File: src/inc/gp_pkg.sv
/*
 * Constants for the general-purpose port: register offsets, reset values,
 * field positions, pin grouping and the AXI4-Lite response codes.
 * Assumes a 32-bit AXI4-Lite register bus and one 8-pin port.
 */
// Function
// bit x of each register controls pin x
// direction 0 reads the sampled pin level
// option selects floating or pull-up input
// input mode writes touch only the latch
// option on input raises vector interrupt request
// per-vector rising or falling edge select
// group pins combine into one detector input
// vector fetch clears the pending request
// sensitivity change clears the pending request
// disabled pin feeds logic 1 to detector
// software enable sequence uses rising edge first
// software disable sequence uses falling edge first
// direction 1 drives and reads the latch
// option selects push-pull or open-drain output
// latch 0 drives low, 1 high or floats
// alternate output overrides, pin stays readable
// floating input feeds peripheral alternate input
// software disables interrupt before alternate input use
// software avoids read-modify-write on data register
// direction/option pair encodes the four modes
// pins pass two flip-flops before use
`default_nettype none

package gp_pkg;

    // ------------------------------------------------------------
    // port geometry
    // ------------------------------------------------------------
    localparam int GP_PINS          = 8;
    localparam int GP_VECS          = 2;
    localparam int GP_PINS_PER_VEC  = 4;
    localparam int GP_ADDR_W        = 8;
    localparam int GP_DATA_W        = 32;

    // ------------------------------------------------------------
    // register offsets (byte addresses)
    // ------------------------------------------------------------
    localparam logic [GP_ADDR_W-1:0] GP_OFF_DATA    = 8'h00;
    localparam logic [GP_ADDR_W-1:0] GP_OFF_DIR     = 8'h04;
    localparam logic [GP_ADDR_W-1:0] GP_OFF_OPT     = 8'h08;
    localparam logic [GP_ADDR_W-1:0] GP_OFF_SENSE   = 8'h0c;
    localparam logic [GP_ADDR_W-1:0] GP_OFF_PENDING = 8'h10;

    // ------------------------------------------------------------
    // reset values
    // ------------------------------------------------------------
    localparam logic [GP_PINS-1:0] GP_RST_DATA  = 8'hff;
    localparam logic [GP_PINS-1:0] GP_RST_DIR   = 8'h00;
    localparam logic [GP_PINS-1:0] GP_RST_OPT   = 8'h00;
    localparam logic [GP_VECS-1:0] GP_RST_SENSE = 2'h0;

    // sense field: bit v of the sense register, 1 = rising edge
    localparam logic GP_SENSE_RISING  = 1'b1;
    localparam logic GP_SENSE_FALLING = 1'b0;

    // detector idle level, also forced for disabled pins
    localparam logic GP_DET_IDLE = 1'b1;

    // ------------------------------------------------------------
    // AXI4-Lite responses
    // ------------------------------------------------------------
    localparam logic [1:0] GP_RESP_OKAY   = 2'h0;
    localparam logic [1:0] GP_RESP_SLVERR = 2'h2;

endpackage : gp_pkg

`default_nettype wire

File: src/hdl/gp_ext_irq.sv
/*
 * One external interrupt vector: edge detector and pending request latch.
 * Assumes the level input is already synchronised to aclk and that the
 * fetch strobe is a one-cycle pulse from the CPU on the same clock.
 */
`timescale 1ns/1ps
`default_nettype none

module gp_ext_irq
    import gp_pkg::*;
(
    input  wire logic aclk,
    input  wire logic aresetn,
    input  wire logic det_level,
    input  wire logic rise_sel,
    input  wire logic sense_clr,
    input  wire logic vec_fetch,
    output logic      pending
);

    logic prev_reg;
    logic prev_next;
    logic pend_reg;
    logic pend_next;
    logic edge_seen;

    // ------------------------------------------------------------
    // edge detection and pending latch
    // ------------------------------------------------------------
    always_comb begin
        prev_next = det_level;
        edge_seen = (rise_sel == GP_SENSE_RISING) ? (det_level & ~prev_reg)
                                                  : (~det_level & prev_reg);
        // a new edge wins over a clear in the same cycle
        if (edge_seen) begin
            pend_next = 1'b1;
        end else if (vec_fetch) begin
            pend_next = 1'b0;
        end else if (sense_clr) begin
            pend_next = 1'b0;
        end else begin
            pend_next = pend_reg;
        end
    end

    always_ff @(posedge aclk) begin
        if (!aresetn) begin
            prev_reg <= GP_DET_IDLE;
            pend_reg <= 1'b0;
        end else begin
            prev_reg <= prev_next;
            pend_reg <= pend_next;
        end
    end

    assign pending = pend_reg;

endmodule : gp_ext_irq

`default_nettype wire

File: src/hdl/gp_port.sv
/*
 * Eight-pin general-purpose port with AXI4-Lite register access,
 * alternate-function override and two external interrupt vectors.
 * Assumes pins arrive asynchronously, alternate-function signals and the
 * vector fetch strobes come from logic on aclk, and a pad ring resolves
 * pin_out / pin_oe / pin_pullup_en into the real wire.
 */
`timescale 1ns/1ps
`default_nettype none

module gp_port
    import gp_pkg::*;
(
    input  wire logic                 aclk,
    input  wire logic                 aresetn,
    // AXI4-Lite slave
    input  wire logic [GP_ADDR_W-1:0] awaddr,
    input  wire logic [2:0]           awprot,
    input  wire logic                 awvalid,
    output logic                      awready,
    input  wire logic [GP_DATA_W-1:0] wdata,
    input  wire logic [3:0]           wstrb,
    input  wire logic                 wvalid,
    output logic                      wready,
    output logic [1:0]                bresp,
    output logic                      bvalid,
    input  wire logic                 bready,
    input  wire logic [GP_ADDR_W-1:0] araddr,
    input  wire logic [2:0]           arprot,
    input  wire logic                 arvalid,
    output logic                      arready,
    output logic [GP_DATA_W-1:0]      rdata,
    output logic [1:0]                rresp,
    output logic                      rvalid,
    input  wire logic                 rready,
    // pins
    input  wire logic [GP_PINS-1:0]   pin_in,
    output logic [GP_PINS-1:0]        pin_out,
    output logic [GP_PINS-1:0]        pin_oe,
    output logic [GP_PINS-1:0]        pin_pullup_en,
    // on-chip peripherals
    input  wire logic [GP_PINS-1:0]   alt_out_en,
    input  wire logic [GP_PINS-1:0]   alt_out,
    output logic [GP_PINS-1:0]        alt_in,
    // interrupt vectors
    input  wire logic [GP_VECS-1:0]   irq_fetch,
    output logic [GP_VECS-1:0]        irq_req
);

    // ------------------------------------------------------------
    // declarations
    // ------------------------------------------------------------
    logic                 aw_hold_reg;
    logic                 aw_hold_next;
    logic [GP_ADDR_W-1:0] aw_addr_reg;
    logic [GP_ADDR_W-1:0] aw_addr_next;
    logic                 w_hold_reg;
    logic                 w_hold_next;
    logic [GP_DATA_W-1:0] w_data_reg;
    logic [GP_DATA_W-1:0] w_data_next;
    logic                 w_lane0_reg;
    logic                 w_lane0_next;
    logic                 bvalid_reg;
    logic                 bvalid_next;
    logic [1:0]           bresp_reg;
    logic [1:0]           bresp_next;
    logic                 rvalid_reg;
    logic                 rvalid_next;
    logic [GP_DATA_W-1:0] rdata_reg;
    logic [GP_DATA_W-1:0] rdata_next;
    logic [1:0]           rresp_reg;
    logic [1:0]           rresp_next;

    logic [GP_PINS-1:0]   data_reg;
    logic [GP_PINS-1:0]   data_next;
    logic [GP_PINS-1:0]   dir_reg;
    logic [GP_PINS-1:0]   dir_next;
    logic [GP_PINS-1:0]   opt_reg;
    logic [GP_PINS-1:0]   opt_next;
    logic [GP_VECS-1:0]   sense_reg;
    logic [GP_VECS-1:0]   sense_next;
    logic [GP_VECS-1:0]   sense_clr;

    logic [GP_PINS-1:0]   sync1_reg;
    logic [GP_PINS-1:0]   sync2_reg;
    logic [GP_PINS-1:0]   out_reg;
    logic [GP_PINS-1:0]   out_next;
    logic [GP_PINS-1:0]   oe_reg;
    logic [GP_PINS-1:0]   oe_next;
    logic [GP_PINS-1:0]   pull_reg;
    logic [GP_PINS-1:0]   pull_next;

    logic [GP_PINS-1:0]   pin_view;
    logic [GP_PINS-1:0]   det_in;
    logic [GP_VECS-1:0]   det_level;
    logic [GP_VECS-1:0]   pending;

    logic                 do_write;
    logic                 wr_ok;
    logic [GP_DATA_W-1:0] rd_word;
    logic                 rd_ok;

    // word-aligned decode; the two low address bits are ignored
    function automatic logic hit(input logic [GP_ADDR_W-1:0] addr,
                                 input logic [GP_ADDR_W-1:0] off);
        hit = (addr[GP_ADDR_W-1:2] == off[GP_ADDR_W-1:2]);
    endfunction : hit

    // ------------------------------------------------------------
    // pin input synchroniser
    // ------------------------------------------------------------
    always_ff @(posedge aclk) begin
        if (!aresetn) begin
            sync1_reg <= '0;
            sync2_reg <= '0;
        end else begin
            sync1_reg <= pin_in;
            sync2_reg <= sync1_reg;
        end
    end

    // peripherals always see the pin level
    assign alt_in = sync2_reg;

    // ------------------------------------------------------------
    // data register view and detector inputs
    // ------------------------------------------------------------
    always_comb begin
        for (int i = 0; i < GP_PINS; i++) begin
            // latch is returned only for a port-driven output
            if (dir_reg[i] && !alt_out_en[i]) begin
                pin_view[i] = data_reg[i];
            end else begin
                pin_view[i] = sync2_reg[i];
            end
            // interrupt only for input pins with option set
            if (!dir_reg[i] && opt_reg[i]) begin
                det_in[i] = sync2_reg[i];
            end else begin
                det_in[i] = GP_DET_IDLE;
            end
        end
        for (int v = 0; v < GP_VECS; v++) begin
            // a low enabled pin masks the others in its group
            det_level[v] = &det_in[v*GP_PINS_PER_VEC +: GP_PINS_PER_VEC];
        end
    end

    // ------------------------------------------------------------
    // pad drive
    // ------------------------------------------------------------
    always_comb begin
        for (int i = 0; i < GP_PINS; i++) begin
            if (alt_out_en[i]) begin
                out_next[i]  = alt_out[i];
                oe_next[i]   = 1'b1;
                pull_next[i] = 1'b0;
            end else if (dir_reg[i]) begin
                out_next[i]  = data_reg[i];
                oe_next[i]   = ~data_reg[i] | opt_reg[i];
                pull_next[i] = 1'b0;
            end else begin
                // input: latch writes never reach the pad
                out_next[i]  = 1'b0;
                oe_next[i]   = 1'b0;
                pull_next[i] = opt_reg[i];
            end
        end
    end

    always_ff @(posedge aclk) begin
        if (!aresetn) begin
            out_reg  <= '0;
            oe_reg   <= '0;
            pull_reg <= '0;
        end else begin
            out_reg  <= out_next;
            oe_reg   <= oe_next;
            pull_reg <= pull_next;
        end
    end

    assign pin_out       = out_reg;
    assign pin_oe        = oe_reg;
    assign pin_pullup_en = pull_reg;

    // ------------------------------------------------------------
    // AXI4-Lite write path
    // ------------------------------------------------------------
    assign awready  = ~aw_hold_reg;
    assign wready   = ~w_hold_reg;
    assign do_write = aw_hold_reg & w_hold_reg & ~bvalid_reg;
    assign wr_ok    = hit(aw_addr_reg, GP_OFF_DATA) | hit(aw_addr_reg, GP_OFF_DIR)
                    | hit(aw_addr_reg, GP_OFF_OPT) | hit(aw_addr_reg, GP_OFF_SENSE)
                    | hit(aw_addr_reg, GP_OFF_PENDING);

    always_comb begin
        aw_hold_next = aw_hold_reg;
        aw_addr_next = aw_addr_reg;
        w_hold_next  = w_hold_reg;
        w_data_next  = w_data_reg;
        w_lane0_next = w_lane0_reg;
        bvalid_next  = bvalid_reg;
        bresp_next   = bresp_reg;
        if (awvalid && awready) begin
            aw_hold_next = 1'b1;
            aw_addr_next = awaddr;
        end
        if (wvalid && wready) begin
            w_hold_next  = 1'b1;
            w_data_next  = wdata;
            w_lane0_next = wstrb[0];
        end
        if (do_write) begin
            aw_hold_next = 1'b0;
            w_hold_next  = 1'b0;
            bvalid_next  = 1'b1;
            bresp_next   = wr_ok ? GP_RESP_OKAY : GP_RESP_SLVERR;
        end else if (bvalid_reg && bready) begin
            bvalid_next  = 1'b0;
        end
    end

    // ------------------------------------------------------------
    // configuration registers
    // ------------------------------------------------------------
    always_comb begin
        data_next  = data_reg;
        dir_next   = dir_reg;
        opt_next   = opt_reg;
        sense_next = sense_reg;
        sense_clr  = '0;
        // all fields live in byte lane 0
        if (do_write && w_lane0_reg) begin
            if (hit(aw_addr_reg, GP_OFF_DATA)) begin
                data_next = w_data_reg[GP_PINS-1:0];
            end
            if (hit(aw_addr_reg, GP_OFF_DIR)) begin
                dir_next = w_data_reg[GP_PINS-1:0];
            end
            if (hit(aw_addr_reg, GP_OFF_OPT)) begin
                opt_next = w_data_reg[GP_PINS-1:0];
            end
            if (hit(aw_addr_reg, GP_OFF_SENSE)) begin
                sense_next = w_data_reg[GP_VECS-1:0];
                sense_clr  = sense_reg ^ w_data_reg[GP_VECS-1:0];
            end
        end
    end

    always_ff @(posedge aclk) begin
        if (!aresetn) begin
            aw_hold_reg <= 1'b0;
            aw_addr_reg <= '0;
            w_hold_reg  <= 1'b0;
            w_data_reg  <= '0;
            w_lane0_reg <= 1'b0;
            bvalid_reg  <= 1'b0;
            bresp_reg   <= GP_RESP_OKAY;
            data_reg    <= GP_RST_DATA;
            dir_reg     <= GP_RST_DIR;
            opt_reg     <= GP_RST_OPT;
            sense_reg   <= GP_RST_SENSE;
        end else begin
            aw_hold_reg <= aw_hold_next;
            aw_addr_reg <= aw_addr_next;
            w_hold_reg  <= w_hold_next;
            w_data_reg  <= w_data_next;
            w_lane0_reg <= w_lane0_next;
            bvalid_reg  <= bvalid_next;
            bresp_reg   <= bresp_next;
            data_reg    <= data_next;
            dir_reg     <= dir_next;
            opt_reg     <= opt_next;
            sense_reg   <= sense_next;
        end
    end

    assign bvalid = bvalid_reg;
    assign bresp  = bresp_reg;

    // ------------------------------------------------------------
    // AXI4-Lite read path
    // ------------------------------------------------------------
    assign arready = ~rvalid_reg;

    always_comb begin
        rd_word = '0;
        rd_ok   = 1'b1;
        if (hit(araddr, GP_OFF_DATA)) begin
            rd_word[GP_PINS-1:0] = pin_view;
        end else if (hit(araddr, GP_OFF_DIR)) begin
            rd_word[GP_PINS-1:0] = dir_reg;
        end else if (hit(araddr, GP_OFF_OPT)) begin
            rd_word[GP_PINS-1:0] = opt_reg;
        end else if (hit(araddr, GP_OFF_SENSE)) begin
            rd_word[GP_VECS-1:0] = sense_reg;
        end else if (hit(araddr, GP_OFF_PENDING)) begin
            rd_word[GP_VECS-1:0] = pending;
        end else begin
            rd_ok = 1'b0;
        end
    end

    always_comb begin
        rvalid_next = rvalid_reg;
        rdata_next  = rdata_reg;
        rresp_next  = rresp_reg;
        if (arvalid && arready) begin
            rvalid_next = 1'b1;
            rdata_next  = rd_word;
            rresp_next  = rd_ok ? GP_RESP_OKAY : GP_RESP_SLVERR;
        end else if (rvalid_reg && rready) begin
            rvalid_next = 1'b0;
        end
    end

    always_ff @(posedge aclk) begin
        if (!aresetn) begin
            rvalid_reg <= 1'b0;
            rdata_reg  <= '0;
            rresp_reg  <= GP_RESP_OKAY;
        end else begin
            rvalid_reg <= rvalid_next;
            rdata_reg  <= rdata_next;
            rresp_reg  <= rresp_next;
        end
    end

    assign rvalid = rvalid_reg;
    assign rdata  = rdata_reg;
    assign rresp  = rresp_reg;

    // ------------------------------------------------------------
    // external interrupt vectors
    // ------------------------------------------------------------
    for (genvar v = 0; v < GP_VECS; v++) begin : g_vec
        gp_ext_irq u_irq (
            .aclk      (aclk),
            .aresetn   (aresetn),
            .det_level (det_level[v]),
            .rise_sel  (sense_reg[v]),
            .sense_clr (sense_clr[v]),
            .vec_fetch (irq_fetch[v]),
            .pending   (pending[v])
        );
    end

    assign irq_req = pending;

endmodule : gp_port

`default_nettype wire

File: config.mk
export PLATFORM = sky130hd
export DESIGN_NAME = gp_port
export DESIGN_NICKNAME = d
export VERILOG_FILES = /design/src/inc/gp_pkg.sv /design/src/hdl/gp_ext_irq.sv /design/src/hdl/gp_port.sv
export SDC_FILE = /design/constraint.sdc
export NUM_CORES = 1
export LEC_CHECK = 0
export ABC_AREA = 0
export BUFFER_PORTS_ARGS = -buffer_cell sky130_fd_sc_hd__buf_2
export CAP_MARGIN = 25
export CORE_ASPECT_RATIO = 1.4
export CORE_MARGIN = 3
export CORE_UTILIZATION = 25
export DETAILED_ROUTE_END_ITERATION = 7
export PLACE_DENSITY = 0.52
export SLEW_MARGIN = 20
export SYNTH_ARGS = -nofsm -noshare
export SYNTH_HDL_FRONTEND = slang
export SYNTH_SLANG_ARGS = --single-unit
File: constraint.sdc
create_clock -name aclk -period 1.6 [get_ports aclk]
set_input_delay 0.08 -clock aclk [delete_from_list [all_inputs] [get_ports aclk]]
set_output_delay 0.08 -clock aclk [all_outputs]
set_load 0.1 [all_outputs]
======== After elaboration in Yosys (flattened, before gate mapping) ========
Index checks and enable logic that the tools add are counted.
operators by class
  eq/ne operators ......................... 8
  multiplexer cells ....................... 75
  bitwise gates (word level) .............. 36
  reduce and logical (&&, ||, !) cells .... 59
operators by type and width
  operator                                              number
  two-way mux 1 bit                                     65
  equality test 6 x 2 -> 1 bit (second input constant)  4
  OR reduction 3 bit                                    8
  logical AND 1 bit                                     22
  inverter 1 bit                                        17
  zero test 1 bit                                       16
  two-way mux 8 bit                                     2
  two-way mux 2 bit                                     7
  equality test 6 x 1 -> 1 bit (second input constant)  2
  equality test 6 x 3 -> 1 bit (second input constant)  2
  zero test 6 bit                                       2
  bitwise OR 1 bit                                      12
  AND reduction 2 bit                                   4
  AND reduction 4 bit                                   2
  AND 1 bit                                             6
  two-way mux 6 bit                                     1
  nonzero test 3 bit                                    2
  nonzero test 2 bit                                    2
  OR reduction 2 bit                                    1
  XOR 2 bit                                             1
word-level totals
  register bits ........................... 103
  input port bits ......................... 91
  output and inout port bits .............. 75
  word-level logic and storage cells ...... 208

======== Depth between registers and ports, before layout ========
Gate-level depths: netlist of the first run.
  word-level depth ........................ 8
  gate-level depth with buffers ........... 5
  depth with buffers taken out ............ 4

======== Cells and area by module ========
Synthesis of the first run repeated with hierarchy kept, for this count alone.
second synthesis, totals
  cell total of the unflattened synthesis .. 461
  area, all modules ....................... 4246.6 sq um
modules (own cells, without submodules)
  module      times used  cells each  area each (sq um)
  gp_port     1           447         4088.9
  gp_ext_irq  2           7           78.8

======== Worst setup path after synthesis of the first run ========
OpenSTA, ideal clock, no wires.
  path type ............................... flip-flop to flip-flop
  start ................................... reg bvalid_reg (netlist: bvalid)
  end ..................................... reg data_reg[0]
  data arrival time ....................... 1.825 ns
  setup slack ............................. -0.344 ns
  cell stages (with the launch flop) ...... 6
  period minus slack after synthesis ...... 1.944 ns
  path through ............................ dfxtp_1 -> and3b_1 -> buf_2 -> nand4_2 -> mux2i_1 -> nand2_1
on the way
  word-level cells in the longest chain between the ends .. 4
ends and longest elaborated chain
  what                                  RTL line        RTL
  start: declaration                    gp_port.sv:63   logic bvalid_reg;
  start signal: assignment              gp_port.sv:270  bvalid_reg <= bvalid_next;
  inverter 1 bit                        gp_port.sv:192  assign do_write = aw_hold_reg & w_hold_reg & ~bvalid_reg;
  AND 1 bit                             gp_port.sv:192
  logical AND 1 bit                     gp_port.sv:234  if (do_write && w_lane0_reg) begin
  AND reduction 2 bit (no source line)  -
  end signal: assignment                gp_port.sv:272  data_reg <= data_next;
  end: declaration                      gp_port.sv:74   logic [GP_PINS-1:0] data_reg;
Every way passes these cells.
A chain may end at the register's enable or synchronous reset.

======== Final worst setup path of the first run ========
  start ................................... reg aw_hold_reg
  end ..................................... reg dir_reg[7]
on the way
  word-level cells in the longest chain between the ends .. 4
ends and longest elaborated chain
  what                                  RTL line        RTL
  start: declaration                    gp_port.sv:53   logic aw_hold_reg;
  start signal: assignment              gp_port.sv:265  aw_hold_reg <= aw_hold_next;
  AND 1 bit (2 in a row)                gp_port.sv:192
  logical AND 1 bit                     gp_port.sv:234
  AND reduction 2 bit (no source line)  -
  end signal: assignment                gp_port.sv:273  dir_reg <= dir_next;
  end: declaration                      gp_port.sv:76   logic [GP_PINS-1:0] dir_reg;
Every way passes these cells.

==> results of run 1 <==
worst reg2reg max path: cells and delay by family, from the launching register on:
kind / cells / cell delay, ns
AND/OR/NAND/NOR: 3 / 0.55
buffers and inverters: 1 / 0.23
flip-flops: 1 / 0.37
multiplexers: 1 / 0.19
cell families after synthesis:
kind of cell	count (synthesis)	share of synthesized area, %
AO/OA/AOI/OAI	77	12.6
XOR/XNOR	2	0.417
buffers and inverters	55	7.72
flip-flops	99	47.2
multiplexers	37	8.85
other	1	0.0893
AND/OR/NAND/NOR	164	23.1
cell type report:
cell class	count	area, µm²
fillers	1678	10800
multi-input cells	306	2010
flip-flops and latches	99	2000
repair buffers	145	941
clock buffers	11	253
well taps	199	249
clock inverters	5	61.3
inverters	7	26.3
layout by cell type (no fill, tap or decap), drive strengths merged, types with 3 or more instances in the layout:
master / instances
nand2b: 15
nor4bb: 8
a21oi: 13
conb: 26
clkbuf: 11
nor2: 4
dlygate4sd3: 28
nor3b: 8
o22a: 6
dfxtp: 99
nand4: 3
a21boi: 14
and2: 23
clkinv: 4
nand2: 43
a22oi: 7
buf: 117
o21ai: 21
a2bb2oi: 6
mux2i: 36
nor2b: 47
inv: 7
through the flow:
stage | area, µm² | setup TNS (ns) | power, W | utilization [%] | instances
final | 5540 | 0 | 0.00599 | 34.0 | 772
after global routing | 5540 | 0 | 0.00622 | 34.0 | 772
after CTS | 5520 | 0 | 0.00607 | 33.8 | 772
after detailed placement | 4920 | -0.0503 | 0.00375 | 30.2 | 728
after global placement | 4920 | -0.0398 | 0.00374 | 30.2 | 728
after floorplan | 4310 | 0 | 0.00356 | - | 460
report_power, final:
group	switching (W)	internal [W]	total, W
clock network	0.000941	0.00130	0.00224
logic	0.000867	0.000263	0.00113
registers	0.0000594	0.00255	0.00261
total	0.00187	0.00412	0.00599
repair_timing:
action,4_1_cts,5_1_grt
hold buffers,28,0
endpoints found under the setup margin,1,10
endpoints found under the hold margin,27,0
resized for setup,1,4
pin swaps,0,2
metal layers:
metal / vias to the layer above / GRT usage [%] / routed length [µm]
li1: 1706 / - / -
met1: 1600 / 14.7 / 4790
met2: 84 / 21.7 / 5720
met3: 12 / 1.90 / 420
met4: 0 / 4.64 / 213
met5: - / 0 / 0
path summary, 6_finish.rpt:
check	to	slack (ns)
setup reg to reg	dir_reg[7]	0.14
hold / removal	pin_out[1]	0.01
hold reg to reg	alt_in[2]	0.43
setup / recovery	dir_reg[7]	0.14
==> results.json, run 1 <==
{
  "status": "completed",
  "ctsHtreeMaxLevel": 3,
  "synthFlopType": "dfxtp_1",
  "cts_root_buffer": "clkbuf_16",
  "crit_fanout": 8,
  "synth_top_area_share_pct": 47.2,
  "drt_iter0_markers": 92,
  "endpoint_kind": "flip-flop",
  "finalHoldViolCount": 0,
  "dr.pass1.iters": 4,
  "worstPathCellList": "nor4bb_2, nand4b_1, buf_4, mux2i_1, nor2b_1",
  "cpPeakStageDelay_ns": 0.37,
  "dieHeight_um": 159,
  "synth_edf_count": 0,
  "vias_per_cell": 4.41,
  "syn_area_um2": 4200,
  "die_x_um": 116,
  "synth_seq_cells": 99,
  "pre_cts_slack_ns": -0.0503,
  "cp.required_ns": 1.83,
  "hp-class": "input pin to flip-flop",
  "rr_worst_depth": 5,
  "grt_overflow_total": 0,
  "synth_warnings": 0,
  "clock.fmax_mhz": 684,
  "ant_nets": 0,
  "yosysSeqAreaShare_pct": 47.2,
  "arrival_ns": 1.69,
  "path_class": "flip-flop to flip-flop",
  "cts_buffers": 9,
  "synth_common_cells": "dfxtp_1 (99), nor2b_1 (47), nand2_1 (43)",
  "yosysUniqueCellTypes": 44,
  "timing.rr.start": "aw_hold_reg",
  "track_usage_pct": 12.3,
  "cts_sinks": 99,
  "worstSkewPairLatency_ns": 0.34,
  "dp_hpwl_um": 8170,
  "path_delay_family": "simple AND/OR/NAND/NOR gates",
  "crit_start": "aw_hold_reg",
  "setup_viol": 0,
  "antenna_found_initial": 0,
  "synth_top_cell_by_area": "dfxtp_1",
  "core_um2": 16300,
  "syn_inst": 435,
  "cts_tree": "built",
  "slew_violations": 0,
  "cts_max_path_buffers": 2,
  "power.density_nw_per_um2": 1080,
  "wire_per_inst_um": 14.4,
  "grt_max_degree": 67,
  "drive_gt1_share_pct": 26.5,
  "synthTopCellsByArea": "dfxtp_1 (47%), mux2i_1 (8.6%), nor2b_1 (7.0%)",
  "rsz0062_at_grt": "false",
  "fin_crit_sh_pct": 91.3,
  "cp_slowest_cell": "dfxtp_1",
  "finalNetCount": 659,
  "place.gp.congestion": 0.779,
  "start_util_pct": 25.7,
  "vias": 3402,
  "crit_buf_inv": 1,
  "yosysMostFrequentCell": "dfxtp_1",
  "ios": 166,
  "wirelength_um": 11100,
  "min_path_cells": 3,
  "postSynth.asyncResetShare_pct": 0,
  "die_area_um2": 18400,
  "setup_ws_ns": 0.139,
  "grt_pass1_wl_um": 17600,
  "syn_area_per_cell_um2": 9.65,
  "drc": 0,
  "finClkSkew_ns": 0.00789,
  "cp-start-kind": "flip-flop",
  "diodes": 0,
  "fin_crit_ns": 1.46,
  "grt_pass1_vias": 3365,
  "peakVddDrop_uv": 382,
  "core.rowCount": 55,
  "maxCapViolations": 0,
  "min_from": "alt_out[1]",
  "post_cts_buffers": 0,
  "whs_ns": 0.0114,
  "power_leakage_nw": 2.53,
  "clkTransAtPathRegs_ns": 0.07,
  "area_growth_pct": 31.9,
  "crit_cells": 5,
  "io_buffer_count": 102
}
Note: power is estimated with default switching activity, not from simulation.
==> run 2, diff against run 1 <==
- GPL_TIMING_DRIVEN: default -> 0
- REMOVE_ABC_BUFFERS: default -> 1
==> run 2 against run 1 <==
Maximum frequency rose by 0.27%. Power fell by 1.3%. Wire length is 1.3% lower. Sequential power about the same. Via count decreased by 0.76%. Critical path depth is the same. Sequential cell count is the same. Die area is the same. Highest routed layer unchanged. Worst setup slack better by 0.0040 ns.
==> results.json, run 2 (synthesis gave the netlist of run 1 again) <==
{
  "finClkSkew_ns": 0.00886,
  "area_growth_pct": 31.8,
  "grt_most_used_layer": "met2",
  "dr.pass1.iters": 4,
  "power.density_nw_per_um2": 1070,
  "core.rowCount": 55,
  "grt_max_degree": 51,
  "start_util_pct": 25.7,
  "grt_pass1_vias": 3308,
  "hp-class": "input pin to flip-flop",
  "maxCapViolations": 0,
  "rr_worst_depth": 5,
  "finalHoldViolCount": 0,
  "ctsHtreeMaxLevel": 3,
  "dp_hpwl_um": 7770,
  "peakVddDrop_uv": 386,
  "cp_slowest_cell": "dfxtp_1",
  "clkTransAtPathRegs_ns": 0.07,
  "stdcell_count": 772,
  "crit_fanout": 7,
  "min_from": "awaddr[5]",
  "die_x_um": 116,
  "wire_per_inst_um": 14.2,
  "slew_violations": 0,
  "fin_util_pct": 33.9,
  "track_usage_pct": 12.1,
  "grt_overflow_total": 0,
  "drive_gt1_share_pct": 23.4,
  "worstSkewPairLatency_ns": 0.35,
  "dieHeight_um": 159,
  "cts_max_path_buffers": 2,
  "wirelength_um": 11000,
  "crit_buf_inv": 1,
  "path_delay_family": "simple AND/OR/NAND/NOR gates",
  "total_power_w": 0.00591,
  "cp.required_ns": 1.82,
  "use_met1_pct": 14.3,
  "fin_crit_ns": 1.46,
  "vias_per_cell": 4.37,
  "r2r-end": "data_reg[1]",
  "cts_tree": "built",
  "r2r_slack_ns": 0.14,
  "fin_crit_sh_pct": 91.1,
  "power_leakage_nw": 2.49,
  "cp-start-kind": "flip-flop",
  "finalNetCount": 659,
  "die_area_um2": 18400,
  "cpPeakStageDelay_ns": 0.41,
  "final_cell_mix": "buf_2 (101), dfxtp_1 (99), nor2b_1 (45)",
  "setup_viol": 0,
  "path_class": "flip-flop to flip-flop",
  "arrival_ns": 1.68,
  "min_path_cells": 3,
  "relSlewSlack_pct": 38.6,
  "endpoint_kind": "flip-flop",
  "dp_cells": 714,
  "ios": 166,
  "grt_pass1_wl_um": 17200,
  "cts_root_buffer": "clkbuf_16",
  "place.gp.congestion": 0.755,
  "whs_ns": 0.0164,
  "crit_start": "w_hold_reg",
  "worstPathCellList": "and3b_1, nand4_4, buf_4, mux2i_1, nand2_1",
  "status": "completed",
  "worstMarginPinSlew_ns": 0.919,
  "vias": 3376,
  "diodes": 0,
  "timing.setup.tns_ns": 0,
  "holdPathEnd": "aw_addr_reg[5]",
  "fillers": 1710,
  "layout_commonest_cell": "buf_2",
  "core_um2": 16300,
  "antenna_found_initial": 0,
  "clock.fmax_mhz": 686,
  "ant_nets": 0,
  "cts_sinks": 99,
  "use_met2_pct": 20.5,
  "drt_iter0_markers": 74,
  "io_buffer_count": 102,
  "use_met3_pct": 2.24,
  "drc": 0,
  "cts_buffers": 9,
  "timing.rr.start": "w_hold_reg",
  "rsz0062_at_grt": "false"
}
run 2: cell types whose count changed in the layout (fill, tap and decap cells not counted), sizes merged:
| cell | change |
|---|---|
| bufinv | -1 |
| buf | -8 |
| clkbuf | +3 |
| dlygate4sd3 | +8 |
| clkinv | -2 |
run 2: cell type report:
cell class / count / area (µm²) / share of cell area [%]
clock buffers: 14 / 284 / 5.13
clock inverters: 2 / 17.5 / 0.316
inverters: 7 / 26.3 / 0.475
multi-input cells: 306 / 2040 / 36.8
flip-flops and latches: 99 / 1980 / 35.8
well taps: 199 / 249 / 4.50
repair buffers: 145 / 938 / 17.0
run 2: worst max-delay path by stage:
stage / to / slack, ns / cells after the start
CTS: g_vec[0].u_irq.pending / 0.002 / 4
global route: dir_reg[6] / 0.02 / 5
finish: data_reg[1] / 0.14 / 5
global placement: dir_reg[2] / -0.55 / 4
detailed placement: opt_reg[2] / -0.57 / 4
floorplan: dir_reg[0] / -0.34 / 4
run 2: metrics by stage:
stage | instance area, µm² | setup slack (ns)
after detailed placement | 4780 | -0.566
after global placement | 4750 | -0.553
after global routing | 5540 | 0.0221
final | 5540 | 0.143
after floorplan | 4000 | -0.342
after CTS | 5500 | 0.00198
run 2: per-layer routing:
metal / share of wire [%] / vias to the layer above
li1: - / 1714
met1: 43 / 1561
met2: 50 / 83
met3: 4.3 / 18
met4: 2.7 / 0
met5: 0 / -
run 2: worst register-to-register path: cells and delay by family (launching register included):
kind                   cells  cell delay [ns]
multiplexers               1             0.16
buffers and inverters      1             0.20
AND/OR/NAND/NOR            3             0.57
flip-flops                 1             0.41
run 2: timing repair:
action                                 4_1_cts  5_1_grt
buffers inserted                             5        1
pin swaps                                    4        1
endpoints found under the hold margin       36        0
resized for setup                            2        5
setup endpoints to repair                   25       21
hold buffers                                36        0
run 2: power by group:
group / switching [W] / internal, W
sequential: 0.0000594 / 0.00255
clock: 0.000936 / 0.00123
combinational: 0.000872 / 0.000256
total: 0.00187 / 0.00404
